File: config.mk
export PLATFORM = sky130hd
export DESIGN_NAME = fbd_top
export DESIGN_NICKNAME = d
export VERILOG_FILES = /design/src/inc/fbd_pkg.sv /design/src/inc/fbd_cfg_if.sv /design/src/fbd_top.sv /design/src/fbd_cfg_loader.sv
export SDC_FILE = /design/constraint.sdc
export NUM_CORES = 1
export LEC_CHECK = 0
export ABC_AREA = 1
export BUFFER_PORTS_ARGS = -buffer_cell sky130_fd_sc_hd__buf_4
export CAP_MARGIN = 20
export CORE_UTILIZATION = 35
export DETAILED_ROUTE_END_ITERATION = 6
export SYNTH_ARGS = -nofsm -noshare
export SYNTH_HDL_FRONTEND = slang
export SYNTH_SLANG_ARGS = --single-unit
File: constraint.sdc
create_clock -name CLK_SYS -period 3.9 [get_ports CLK_SYS]
set_input_delay 0.585 -clock CLK_SYS [delete_from_list [all_inputs] [get_ports CLK_SYS]]
set_output_delay 0.585 -clock CLK_SYS [all_outputs]
set_load 0.02 [all_outputs]
File: src/inc/fbd_pkg.sv
// Purpose: constants and types for the flash base address decode block
// Assumes: 40 MHz system clock, synchronous active-high reset
// Notes: the configuration region sits at fixed offsets above the array base
`default_nettype none
package fbd_pkg;
  // flash base register layout
  localparam int FBD_BA_HI = 31;
  localparam int FBD_BA_LO = 19;
  localparam int FBD_WP_BIT = 8;
  localparam int FBD_MASK_HI = 5;
  localparam int FBD_MASK_LO = 1;
  localparam int FBD_VALID_BIT = 0;
  localparam logic [31:0] FBD_DEFINED_BITS = 32'hFFF8_013F;
  localparam logic [31:0] FBD_BASE_RESET = 32'h0000_0000;
  // array geometry: two interleaved 32-bit blocks
  localparam logic [31:0] FBD_BLOCK0_LAST = 32'h0003_FFFF;
  localparam int FBD_BANK_BIT = 2;
  // backdoor alias above the peripheral base
  localparam logic [31:0] FBD_BACKDOOR_OFS = 32'h0400_0000;
  localparam logic [31:0] FBD_BACKDOOR_SPAN = 32'h0008_0000;
  localparam int FBD_BACKDOOR_EXTRA = 2;
  // configuration region
  localparam logic [31:0] FBD_CFG_KEY_OFS = 32'h0000_0400;
  localparam logic [31:0] FBD_CFG_PROT_OFS = 32'h0000_0408;
  localparam logic [31:0] FBD_CFG_SUPERVISOR_ACCESS_WORD_OFS = 32'h0000_040C;
  localparam logic [31:0] FBD_CFG_DATA_OFS = 32'h0000_0410;
  localparam logic [31:0] FBD_CFG_SEC_OFS = 32'h0000_0414;
  localparam int FBD_CFG_BYTES = 24;
  localparam int FBD_CFG_WORDS = 6;
  localparam logic [31:0] FBD_CFG_DEFAULT = 32'hFFFF_FFFF;
  // security word value that leaves the flash unsecured
  localparam logic [31:0] FBD_SEC_OPEN = 32'hFFFF_FFFF;
  // boot straps
  localparam logic [2:0] FBD_BOOT_SINGLE = 3'h6;
  localparam logic [2:0] FBD_BOOT_MASTER = 3'h7;
  localparam logic [1:0] FBD_MMODE_INT = 2'h0;
  // access type index into the mask field
  localparam int FBD_AT_CPU = 4;
  localparam int FBD_AT_SC = 3;
  localparam int FBD_AT_SD = 2;
  localparam int FBD_AT_UC = 1;
  localparam int FBD_AT_UD = 0;
  localparam logic [31:0] FBD_SECTOR_SIZE = 32'h0000_2000;
  typedef enum logic [1:0] {FBD_LOAD, FBD_RUN, FBD_WAIT} fbd_state_t;
endpackage
`default_nettype wire

File: src/inc/fbd_cfg_if.sv
// Purpose: carries configuration-word fetches between the top and the loader
// Assumes: one fetch per cycle, word returned one cycle after its offset
// Notes: loader drives the offset, top returns the word
`default_nettype none
interface fbd_cfg_if;
  logic fetch;
  logic [31:0] ofs;
  logic [31:0] word;
  logic done;
  logic [31:0] prot;
  logic [31:0] supervisor_access_word;
  logic [31:0] data;
  logic [31:0] sec;
  modport loader (output fetch, output ofs, input word, output done, output prot, output supervisor_access_word,
    output data, output sec);
  modport top (input fetch, input ofs, output word, input done, input prot, input supervisor_access_word,
    input data, input sec);
endinterface
`default_nettype wire

File: src/fbd_top.sv
// Purpose: flash array base decode, access gating and reset configuration
// Assumes: all inputs synchronous to CLK_SYS; one access in flight at a time
// Notes: the flash array itself sits outside; this block steers and gates it
`default_nettype none
module fbd_top
  import fbd_pkg::*;
(
  input wire logic CLK_SYS,
  input wire logic SRST,
  input wire logic CORE_CR_WR,
  input wire logic [31:0] CORE_CR_WDATA,
  input wire logic DBG_WR,
  input wire logic DBG_RD,
  input wire logic [31:0] DBG_WDATA,
  output logic [31:0] DBG_RDATA,
  input wire logic RESET_CONFIG_PIN,
  input wire logic [2:0] BOOT_DATA,
  input wire logic [1:0] MASTER_MODE,
  input wire logic [31:0] PERIPHERAL_BASE_REGISTER,
  input wire logic REQ,
  input wire logic [31:0] REQ_ADDR,
  input wire logic REQ_WRITE,
  input wire logic REQ_PROG,
  input wire logic REQ_SUPERVISOR_ACCESS_WORD,
  input wire logic REQ_CODE,
  input wire logic REQ_CPU_SPACE,
  input wire logic REQ_IS_CORE,
  input wire logic [31:0] FLASH_RDATA,
  output logic FLASH_SEL,
  output logic FLASH_ODD,
  output logic [17:0] FLASH_WORD,
  output logic FLASH_WE,
  output logic FLASH_CFG_RD,
  output logic [31:0] FLASH_CFG_ADDR,
  output logic ACK,
  output logic [31:0] RDATA,
  output logic ACCESS_ERR,
  output logic NON_FLASH,
  output logic PROT_VIOL,
  output logic SECURED,
  output logic CFG_READY
);
  typedef struct packed {
    fbd_state_t st;
    logic [31:0] base;
    logic strap_taken;
    logic [1:0] wait_cnt;
    logic [31:0] dbg_rdata;
    logic sel;
    logic odd;
    logic [17:0] word;
    logic we;
    logic ack;
    logic [31:0] rdata;
    logic aerr;
    logic nonflash;
    logic pviol;
    logic secured;
    logic cfg_ready;
  } fbd_state_s_t;
  fbd_state_s_t s_q, s_d;

  fbd_cfg_if cfg ();

  // configuration walk; the loader only sees the array word it asks for
  fbd_cfg_loader u_loader (
    .clk(CLK_SYS),
    .srst(SRST),
    .cfg(cfg.loader)
  );
  assign cfg.word = FLASH_RDATA;

  // address decode terms
  logic [31:0] direct_ofs;
  logic [31:0] back_ofs;
  logic hit_direct;
  logic hit_back;
  logic [4:0] mask_vec;
  logic [4:0] type_vec;
  logic masked;
  logic [31:0] ofs;
  logic [4:0] sector;
  logic sec_prot;
  logic sec_supervisor_access_word_only;
  logic sec_no_code;
  logic strap_valid;

  // base match on the 512K boundary and the backdoor window
  always_comb begin
    direct_ofs = REQ_ADDR - {s_q.base[FBD_BA_HI:FBD_BA_LO], 19'd0};
    back_ofs = REQ_ADDR - (PERIPHERAL_BASE_REGISTER + FBD_BACKDOOR_OFS);
    hit_direct = (REQ_ADDR[FBD_BA_HI:FBD_BA_LO] == s_q.base[FBD_BA_HI:FBD_BA_LO])
      && s_q.base[FBD_VALID_BIT];
    hit_back = (back_ofs < FBD_BACKDOOR_SPAN);
    mask_vec = s_q.base[FBD_MASK_HI:FBD_MASK_LO];
    type_vec = 5'd0;
    if (REQ_CPU_SPACE) begin
      type_vec[FBD_AT_CPU] = 1'b1;
    end else if (REQ_SUPERVISOR_ACCESS_WORD) begin
      type_vec[REQ_CODE ? FBD_AT_SC : FBD_AT_SD] = 1'b1;
    end else begin
      type_vec[REQ_CODE ? FBD_AT_UC : FBD_AT_UD] = 1'b1;
    end
    masked = |(mask_vec & type_vec);
    ofs = (hit_direct && REQ_IS_CORE) ? direct_ofs : back_ofs;
    sector = ofs[17:13];
  end

  // per-sector protection, seeded from the configuration region
  always_comb begin
    sec_prot = !cfg.prot[sector];
    sec_supervisor_access_word_only = !cfg.supervisor_access_word[sector];
    sec_no_code = !cfg.data[sector];
  end

  // boot straps decide the valid bit
  always_comb begin
    strap_valid = 1'b1;
    if (RESET_CONFIG_PIN) begin
      strap_valid = (BOOT_DATA == FBD_BOOT_SINGLE)
        || (BOOT_DATA == FBD_BOOT_MASTER && MASTER_MODE == FBD_MMODE_INT);
    end
  end

  // next state: register writes, access sequencing, reset configuration
  always_comb begin
    s_d = s_q;
    s_d.ack = 1'b0;
    s_d.aerr = 1'b0;
    s_d.pviol = 1'b0;
    s_d.nonflash = 1'b0;
    s_d.we = 1'b0;
    s_d.sel = 1'b0;
    // straps caught once the reset releases; only the valid bit moves
    if (!s_q.strap_taken) begin
      s_d.strap_taken = 1'b1;
      s_d.base[FBD_VALID_BIT] = strap_valid;
    end
    // security check follows the configuration load
    if (cfg.done && !s_q.cfg_ready) begin
      s_d.cfg_ready = 1'b1;
      s_d.secured = (cfg.sec != FBD_SEC_OPEN);
      if (cfg.sec != FBD_SEC_OPEN) begin
        s_d.base[FBD_VALID_BIT] = 1'b1;
      end
    end
    // core and debug writes; debug has priority when both land together
    if (DBG_WR) begin
      s_d.base = DBG_WDATA & FBD_DEFINED_BITS;
    end else if (CORE_CR_WR) begin
      s_d.base = CORE_CR_WDATA & FBD_DEFINED_BITS;
    end
    if (DBG_RD) begin
      s_d.dbg_rdata = s_q.base & FBD_DEFINED_BITS;
    end
    case (s_q.st)
      FBD_LOAD: begin
        if (cfg.done) begin
          s_d.st = FBD_RUN;
        end
      end
      FBD_RUN: begin
        if (REQ) begin
          if (masked || !(hit_direct || hit_back) || (!REQ_IS_CORE && !hit_back)) begin
            s_d.nonflash = 1'b1;
            s_d.ack = 1'b1;
          end else if (REQ_WRITE && s_q.base[FBD_WP_BIT]) begin
            s_d.aerr = 1'b1;
            s_d.ack = 1'b1;
          end else if ((REQ_PROG && sec_prot) || (!REQ_SUPERVISOR_ACCESS_WORD && sec_supervisor_access_word_only)
            || (REQ_CODE && sec_no_code)) begin
            s_d.pviol = 1'b1;
            s_d.ack = 1'b1;
          end else if (REQ_WRITE && REQ_IS_CORE && !hit_back) begin
            s_d.aerr = 1'b1;
            s_d.ack = 1'b1;
          end else if (ofs > FBD_BLOCK0_LAST) begin
            s_d.nonflash = 1'b1;
            s_d.ack = 1'b1;
          end else begin
            s_d.sel = 1'b1;
            s_d.odd = ofs[FBD_BANK_BIT];
            s_d.word = ofs[19:2];
            s_d.we = REQ_WRITE;
            if (!REQ_WRITE) begin
              // array data shows one cycle after the select; the alias adds its penalty
              s_d.wait_cnt = (hit_back && !(hit_direct && REQ_IS_CORE))
                ? 2'(FBD_BACKDOOR_EXTRA + 1) : 2'd1;
              s_d.st = FBD_WAIT;
            end else begin
              s_d.ack = 1'b1;
            end
          end
        end
      end
      FBD_WAIT: begin
        if (s_q.wait_cnt == 2'd1) begin
          s_d.ack = 1'b1;
          s_d.st = FBD_RUN;
        end
        s_d.wait_cnt = s_q.wait_cnt - 2'd1;
      end
      default: begin
        s_d.st = FBD_LOAD;
      end
    endcase
    if (s_q.ack == 1'b0 && s_d.ack) begin
      s_d.rdata = FLASH_RDATA;
    end
  end

  // one register stage for all state; base moves only on register writes and the valid bit
  always_ff @(posedge CLK_SYS) begin
    if (SRST) begin
      s_q.st <= FBD_LOAD;
      s_q.base <= FBD_BASE_RESET;
      s_q.strap_taken <= 1'b0;
      s_q.wait_cnt <= 2'd0;
      s_q.dbg_rdata <= 32'h0000_0000;
      s_q.sel <= 1'b0;
      s_q.odd <= 1'b0;
      s_q.word <= 18'h0_0000;
      s_q.we <= 1'b0;
      s_q.ack <= 1'b0;
      s_q.rdata <= 32'h0000_0000;
      s_q.aerr <= 1'b0;
      s_q.nonflash <= 1'b0;
      s_q.pviol <= 1'b0;
      s_q.secured <= 1'b0;
      s_q.cfg_ready <= 1'b0;
    end else begin
      s_q <= s_d;
    end
  end

  // configuration fetch address rides on the direct window from zero
  logic cfg_rd_q;
  logic [31:0] cfg_addr_q;
  always_ff @(posedge CLK_SYS) begin
    if (SRST) begin
      cfg_rd_q <= 1'b0;
      cfg_addr_q <= 32'h0000_0000;
    end else begin
      cfg_rd_q <= cfg.fetch;
      cfg_addr_q <= cfg.ofs;
    end
  end

  assign DBG_RDATA = s_q.dbg_rdata;
  assign FLASH_SEL = s_q.sel;
  assign FLASH_ODD = s_q.odd;
  assign FLASH_WORD = s_q.word;
  assign FLASH_WE = s_q.we;
  assign FLASH_CFG_RD = cfg_rd_q;
  assign FLASH_CFG_ADDR = cfg_addr_q;
  assign ACK = s_q.ack;
  assign RDATA = s_q.rdata;
  assign ACCESS_ERR = s_q.aerr;
  assign NON_FLASH = s_q.nonflash;
  assign PROT_VIOL = s_q.pviol;
  assign SECURED = s_q.secured;
  assign CFG_READY = s_q.cfg_ready;
endmodule
`default_nettype wire

File: src/fbd_cfg_loader.sv
// Purpose: reads the configuration region once after reset
// Assumes: the flash word arrives one cycle after its offset, since the top registers the offset
// Notes: words land in fixed order protection, supervisor, data, security
`default_nettype none
module fbd_cfg_loader
  import fbd_pkg::*;
(
  input wire logic clk,
  input wire logic srst,
  fbd_cfg_if.loader cfg
);
  typedef struct packed {
    logic [2:0] idx;
    logic done;
    logic [3:0][31:0] w;
  } fbd_ld_t;
  fbd_ld_t s_q, s_d;

  // walk the four words from the protection word upward; each word answers
  // the fetch issued one cycle earlier, so slot idx-1 is filled
  always_comb begin
    s_d = s_q;
    if (!s_q.done) begin
      if (s_q.idx != 3'd0) begin
        s_d.w[2'(s_q.idx - 3'd1)] = cfg.word;
      end
      if (s_q.idx == 3'd4) begin
        s_d.done = 1'b1;
      end else begin
        s_d.idx = s_q.idx + 3'd1;
      end
    end
  end

  always_ff @(posedge clk) begin
    if (srst) begin
      s_q.idx <= 3'd0;
      s_q.done <= 1'b0;
      s_q.w <= {4{FBD_CFG_DEFAULT}};
    end else begin
      s_q <= s_d;
    end
  end

  assign cfg.fetch = !s_q.done && !s_q.idx[2];
  // the 8-byte key below the protection word is never fetched here
  assign cfg.ofs = FBD_CFG_PROT_OFS + {28'd0, s_q.idx[1:0], 2'b00};
  assign cfg.done = s_q.done;
  assign cfg.prot = s_q.w[0];
  assign cfg.supervisor_access_word = s_q.w[1];
  assign cfg.data = s_q.w[2];
  assign cfg.sec = s_q.w[3];
endmodule
`default_nettype wire

==> results of run 1 <==
[routing by layer]
| metal | vias up | part of all wire | global-route usage |
|---|---|---|---|
| met3 | 84 | 0.050 | 0.0278 |
| met5 | - | 0 | 0 |
| met1 | 6681 | 0.47 | 0.289 |
| met4 | 0 | 0.034 | 0.0746 |
| li1 | 7568 | - | - |
| met2 | 429 | 0.45 | 0.342 |
[area by class of cell]
class,count,area (sq um)
inverters,329,1240
multi-input cells,1467,7780
clock buffers,39,802
fillers,4319,23100
repair buffers,423,3380
flip-flops and latches,239,4780
well taps,539,674
clock inverters,13,140
[critical path, stage by stage]
cell and delay (ns):
buf_4 0.11, ha_1 0.26, ha_1 0.17, inv_1 0.06, fa_1 0.37, inv_1 0.09
nand2_1 0.05, nand2_1 0.09, buf_4 0.11, nand3_1 0.09, nand2_1 0.19, a31oi_1 0.12
xnor2_1 0.14, or2_2 0.26, o21ai_0 0.15, inv_1 0.18, nand3_1 0.12, nand3_1 0.13
nand4_1 0.12, nand2_1 0.10, nand2_4 0.15, nand3_4 0.10, buf_12 0.17, nand2_1 0.08
inv_2 0.03, nor2_1 0.10
[through the flow]
stage	power (mW)	TNS, ns	utilization	hold slack, ns
3_3_place_gp	6.49	-15.00	0.423	0.452
4_1_cts	9.23	0	0.445	0.250
2_1_floorplan	5.39	0	-	0.432
5_1_grt	9.88	-0.00988	0.448	0.263
6_report	9.23	0	0.448	0.272
3_5_place_dp	6.55	-19.26	0.423	0.462
[synth_stat cells, drive strengths merged, types with 4 or more instances]
master  instances  area share
clkinv          6      0.0016
nor4            4      0.0017
nand2         559        0.14
nor2          176       0.046
nand3         163       0.057
xor2           15      0.0088
nand4          65       0.028
buf           142       0.071
o21bai          5      0.0025
a31oi           7      0.0029
nor3           22      0.0074
nand3b          5      0.0025
or2             4      0.0017
inv           323       0.081
a211oi         17      0.0086
ha             83       0.070
o21ai          87       0.029
o211ai        134       0.068
dfxtp         239        0.32
clkbuf         61       0.015
a21oi          60       0.020
xnor2           8      0.0047
[logic make-up after synthesis]
group | after synthesis | synth area share
buffers and inverters | 532 | 0.169
XOR/XNOR | 23 | 0.0135
flip-flops | 239 | 0.321
other | 1 | 0.000252
adder cells (fa/ha/maj) | 85 | 0.0724
AO/OA/AOI/OAI | 318 | 0.135
AND/OR/NAND/NOR | 1001 | 0.288
[repair_timing]
action / CTS / global route
setup buffers: 0 / 1
hold endpoints to repair: 0 / 0
gates resized for setup: 0 / 11
endpoints found under the setup margin: 0 / 52
hold buffers: 0 / 0
[power by group]
group	switching [mW]	internal (mW)	total (mW)	leakage, nW
logic	2.08	1.41	3.49	7.59
clock network	1.13	1.52	2.65	0.455
registers	0.224	2.87	3.10	1.96
total	3.43	5.80	9.23	10.0
[worst max-delay path by stage]
| stage | startpoint | endpoint | cells past startpoint |
|---|---|---|---|
| 2_1_floorplan | PERIPHERAL_BASE_REGISTER[1] | FLASH_WORD[1]$_SDFFE_PP0P_ | 27 |
| 3_3_place_gp | REQ_ADDR[1] | RDATA[29]$_SDFFE_PP0P_ | 30 |
| 3_5_place_dp | PERIPHERAL_BASE_REGISTER[1] | RDATA[29]$_SDFFE_PP0P_ | 31 |
| 4_1_cts | PERIPHERAL_BASE_REGISTER[1] | FLASH_WORD[10]$_SDFFE_PP0P_ | 28 |
| 5_1_grt | PERIPHERAL_BASE_REGISTER[1] | RDATA[0]$_SDFFE_PP0P_ | 30 |
| 6_report | REQ_ADDR[1] | RDATA[29]$_SDFFE_PP0P_ | 26 |
==> run summary, run 1 <==
Synth-to-Final Area Change: 26.2%
first-pass GRT wire length: 74200 microns
layout cells sized above 1: 0.204
initial antenna violation count: 0
Crit Reg-Reg Endpoint: FLASH_WORD[10]$_SDFFE_PP0P_
Worst VDD drop: 0.000363 V
IO Count: 302
Final Net Count: 2751
PortBufs: 237
CTS root buffer: clkbuf_16
Cell variety after synth: 48
PD cells: 491 nW/um^2
max cap viols: 0
Final setup viols: 0
Detailed Route WL: 46500 microns
Arr. time, crit path: 4.15 ns
routed vias/inst: 4.84
CP max FO: 24
reg-to-reg setup timing slack: 0.37 ns
clk_skew: 0.0491 ns
Final WS setup: 0.278 ns
Seq/Total Area, Yosys: 0.321
Req. time, crit path: 4.43 ns
drt drc: 0
area post-placement: 17700 sq um
Ant. Diodes: 0
max-slew violation count: 0
most frequent cells in the layout: nand2_1, buf_4, inv_1, dfxtp_1, nor2_1
clock sinks: 239
CTS tree: done
CP endpoint kind: register
vias in the first global route: 14000
class of the worst hold path: in2reg
largest net degree at the start of global routing: 123
Clock transition at path regs: 0.06 ns
Least-Margin Pin Slew: 0.879 ns
Die Height: 208 microns
Initial DRT Pass Iterations: 5
Rows: 75
EDFF count, synth: 0
Hold EP: s_q[125]$_SDFFE_PP0P_
Worst slew margin: 0.414
gr ovfl total: 0
DP Worst Slack: -0.367 ns
Starting Density: 0.355
synthesized cell area: 14900 sq um
drt wl/cell: 15.2 microns
fin cells: 3049
hold path startpoint: CORE_CR_WDATA[31]
Die W: 208 microns
RR Startpoint: s_q[124]$_SDFFE_PP0P_
GRT Util Overall: 0.212
Synth warnings: 0
CP startpoint kind: primary input
DR iter-0 viols: 932
Num CTS Buffers: 28
f_max: 276 MHz
Synth Flop Type: dfxtp_1
outcome: completed
Async SR Flop Fraction: 0
most common cell after layout, fill and taps aside: nand2_1
Final min period: 3.62 ns
hpwl dp: 35400 microns
LEAKAGE: 10.0 nW
die area: 43400 sq um
via count: 14800
Skew-Pair Late Insertion Delay: 0.59 ns
Cells after DPL: 2992
worst setup path class: in2reg
Fin. Hold Viols: 0
#FFs+latches synth: 239
Post-Syn Instances: 2199
Final Cycle Share: 0.929
core area: 41900 sq um
CTS max path bufs: 3
r2r worst-path depth: 23
Hold Crit Depth: 3
design area: 18800 sq um
CTS H-Tree Depth: 1
Mean Syn Cell Area: 6.77 sq um
RePlAce Congestion: 0.933
Final ANT Viol Nets: 0
Power figures use the tool's default switching activity.
==> run 2, diff against run 1 <==
- MAX_ROUTING_LAYER: unset -> met4
- PLACE_DENSITY: unset -> 0.56
==> run 2 against run 1 <==
  * Non-clock buffer count increased by 20
  * Cell count increased by 0.56%
  * Combinational power increased by 4%
  * Critical path type unchanged
  * Highest routed layer unchanged
  * Clock power about the same
  * Via count increased by 0.12%
  * Maximum frequency decreased by 3.0%
  * Critical path depth increased by 2
  * Clock skew increased by 0.013 ns
  * Worst hold slack got worse by 0.0065 ns
==> run summary, run 2 (same netlist as run 1, synthesis figures left out) <==
RePlAce Congestion: 0.963
Least-Margin Pin Slew: 1.10 ns
routed vias/inst: 4.82
Hold Crit Depth: 3
Synth-to-Final Area Change: 28.3%
drt drc: 0
first-pass GRT wire length: 74200 microns
worst hold slack: 0.266 ns
fin cells: 3066
CP endpoint kind: register
clock sinks: 239
Final Power: 9.41 mW
IO Count: 302
Num CTS Buffers: 28
CP startpoint kind: primary input
LEAKAGE: 10.1 nW
CTS max path bufs: 3
layout cells sized above 1: 0.217
Final Cycle Share: 0.957
Post-CTS Hold Buffers: 0
vias in the first global route: 14000
Worst slew margin: 0.262
final core utilization: 0.456
largest net degree at the start of global routing: 134
initial antenna violation count: 1
most frequent cells in the layout: nand2_1, buf_4, inv_1, dfxtp_1, nor2_1
Initial DRT Pass Iterations: 5
Arr. time, crit path: 4.17 ns
Detailed Route WL: 48200 microns
slowest stage delay, CP: 0.37 ns
core area: 41900 sq um
outcome: completed
Final Net Count: 2771
CTS tree: done
Clock transition at path regs: 0.05 ns
PD cells: 492 nW/um^2
Req. time, crit path: 4.33 ns
most common cell after layout, fill and taps aside: nand2_1
clk_skew: 0.0623 ns
Fin. Hold Viols: 0
worst setup path class: in2reg
max-slew violation count: 0
CTS H-Tree Depth: 1
GRT Util Overall: 0.219
Rows: 75
f_max: 268 MHz
max cap viols: 0
hpwl dp: 35500 microns
design area: 19100 sq um
die area: 43400 sq um
CP max FO: 8
via count: 14800
area post-placement: 17800 sq um
gr ovfl total: 0
Final ANT Viol Nets: 0
Starting Density: 0.355
Cells after DPL: 3004
Final setup viols: 0
Skew-Pair Late Insertion Delay: 0.60 ns
Die Height: 208 microns
DR iter-0 viols: 887
Worst VDD drop: 0.000316 V
Final min period: 3.73 ns
Die W: 208 microns
r2r worst-path depth: 24
drt wl/cell: 15.7 microns
PortBufs: 237
Critical-path top delay cell: fa_2
Crit path top cell by count: nand3_2
class of the worst hold path: in2reg
CTS root buffer: clkbuf_16
## run 2: cell types whose count changed in the layout (fill, tap and decap cells not counted), moves of 3 or more
cell | before | now
nand3_2 | 10 | 19
ha_2 | 0 | 3
nand3_1 | 152 | 141
buf_4 | 407 | 422
clkbuf_16 | 29 | 33
o21ai_0 | 76 | 73
o21ai_1 | 10 | 13
ha_1 | 83 | 80
## run 2: final timing paths
check / from / end / slack [ns]
setup / recovery: REQ_ADDR[1] / FLASH_WORD[8]$_SDFFE_PP0P_ / 0.17
setup reg to reg: s_q[123]$_SDFFE_PP0P_ / FLASH_WORD[8]$_SDFFE_PP0P_ / 0.24
hold reg to reg: register / register / 0.47
hold / removal: CORE_CR_WDATA[5] / mask_vec[4]$_SDFFE_PP0P_ / 0.27
## run 2: cell type report
class,count,area [sq um]
multi-input combinational,1467,7890
antenna,1,2.50
sequential,239,4780
clock buffer,38,798
fill,4409,22800
timing repair buffer,443,3590
tap,539,674
inverter,329,1240
clock inverter,10,134
## run 2: metrics by stage
step / setup WS, ns / setup TNS [ns]
after floorplan: 0.191 / 0
after global placement: -0.410 / -20.11
after detailed placement: -0.541 / -27.75
after CTS: 0.0625 / 0
after global routing: -0.0355 / -0.353
final: 0.166 / 0
## run 2: report_power, final
group	total [mW]	leakage (nW)	switching [mW]	internal, mW
clock network	2.67	0.453	1.10	1.56
registers	3.10	1.96	0.230	2.87
logic	3.63	7.73	2.17	1.46
## run 2: what timing repair did
action / in CTS / in global routing
buffers inserted: 0 / 4
setup endpoints to repair: 0 / 57
resized for setup: 0 / 38
## run 2: routing by layer
layer,GRT usage,vias to the layer above,routed length [microns]
li1,-,7602,-
met1,0.287,6738,22300
met2,0.355,368,22500
met3,0.0228,72,2090
met4,0.0616,0,1300
met5,-,-,0
## run 2: worst max-delay path: cells and delay by family
| kind | cells | cell delay (ns) |
|---|---|---|
| AO/OA/AOI/OAI | 1 | 0.12 |
| adder cells (fa/ha/maj) | 3 | 0.80 |
| buffers and inverters | 7 | 0.88 |
| AND/OR/NAND/NOR | 17 | 1.75 |
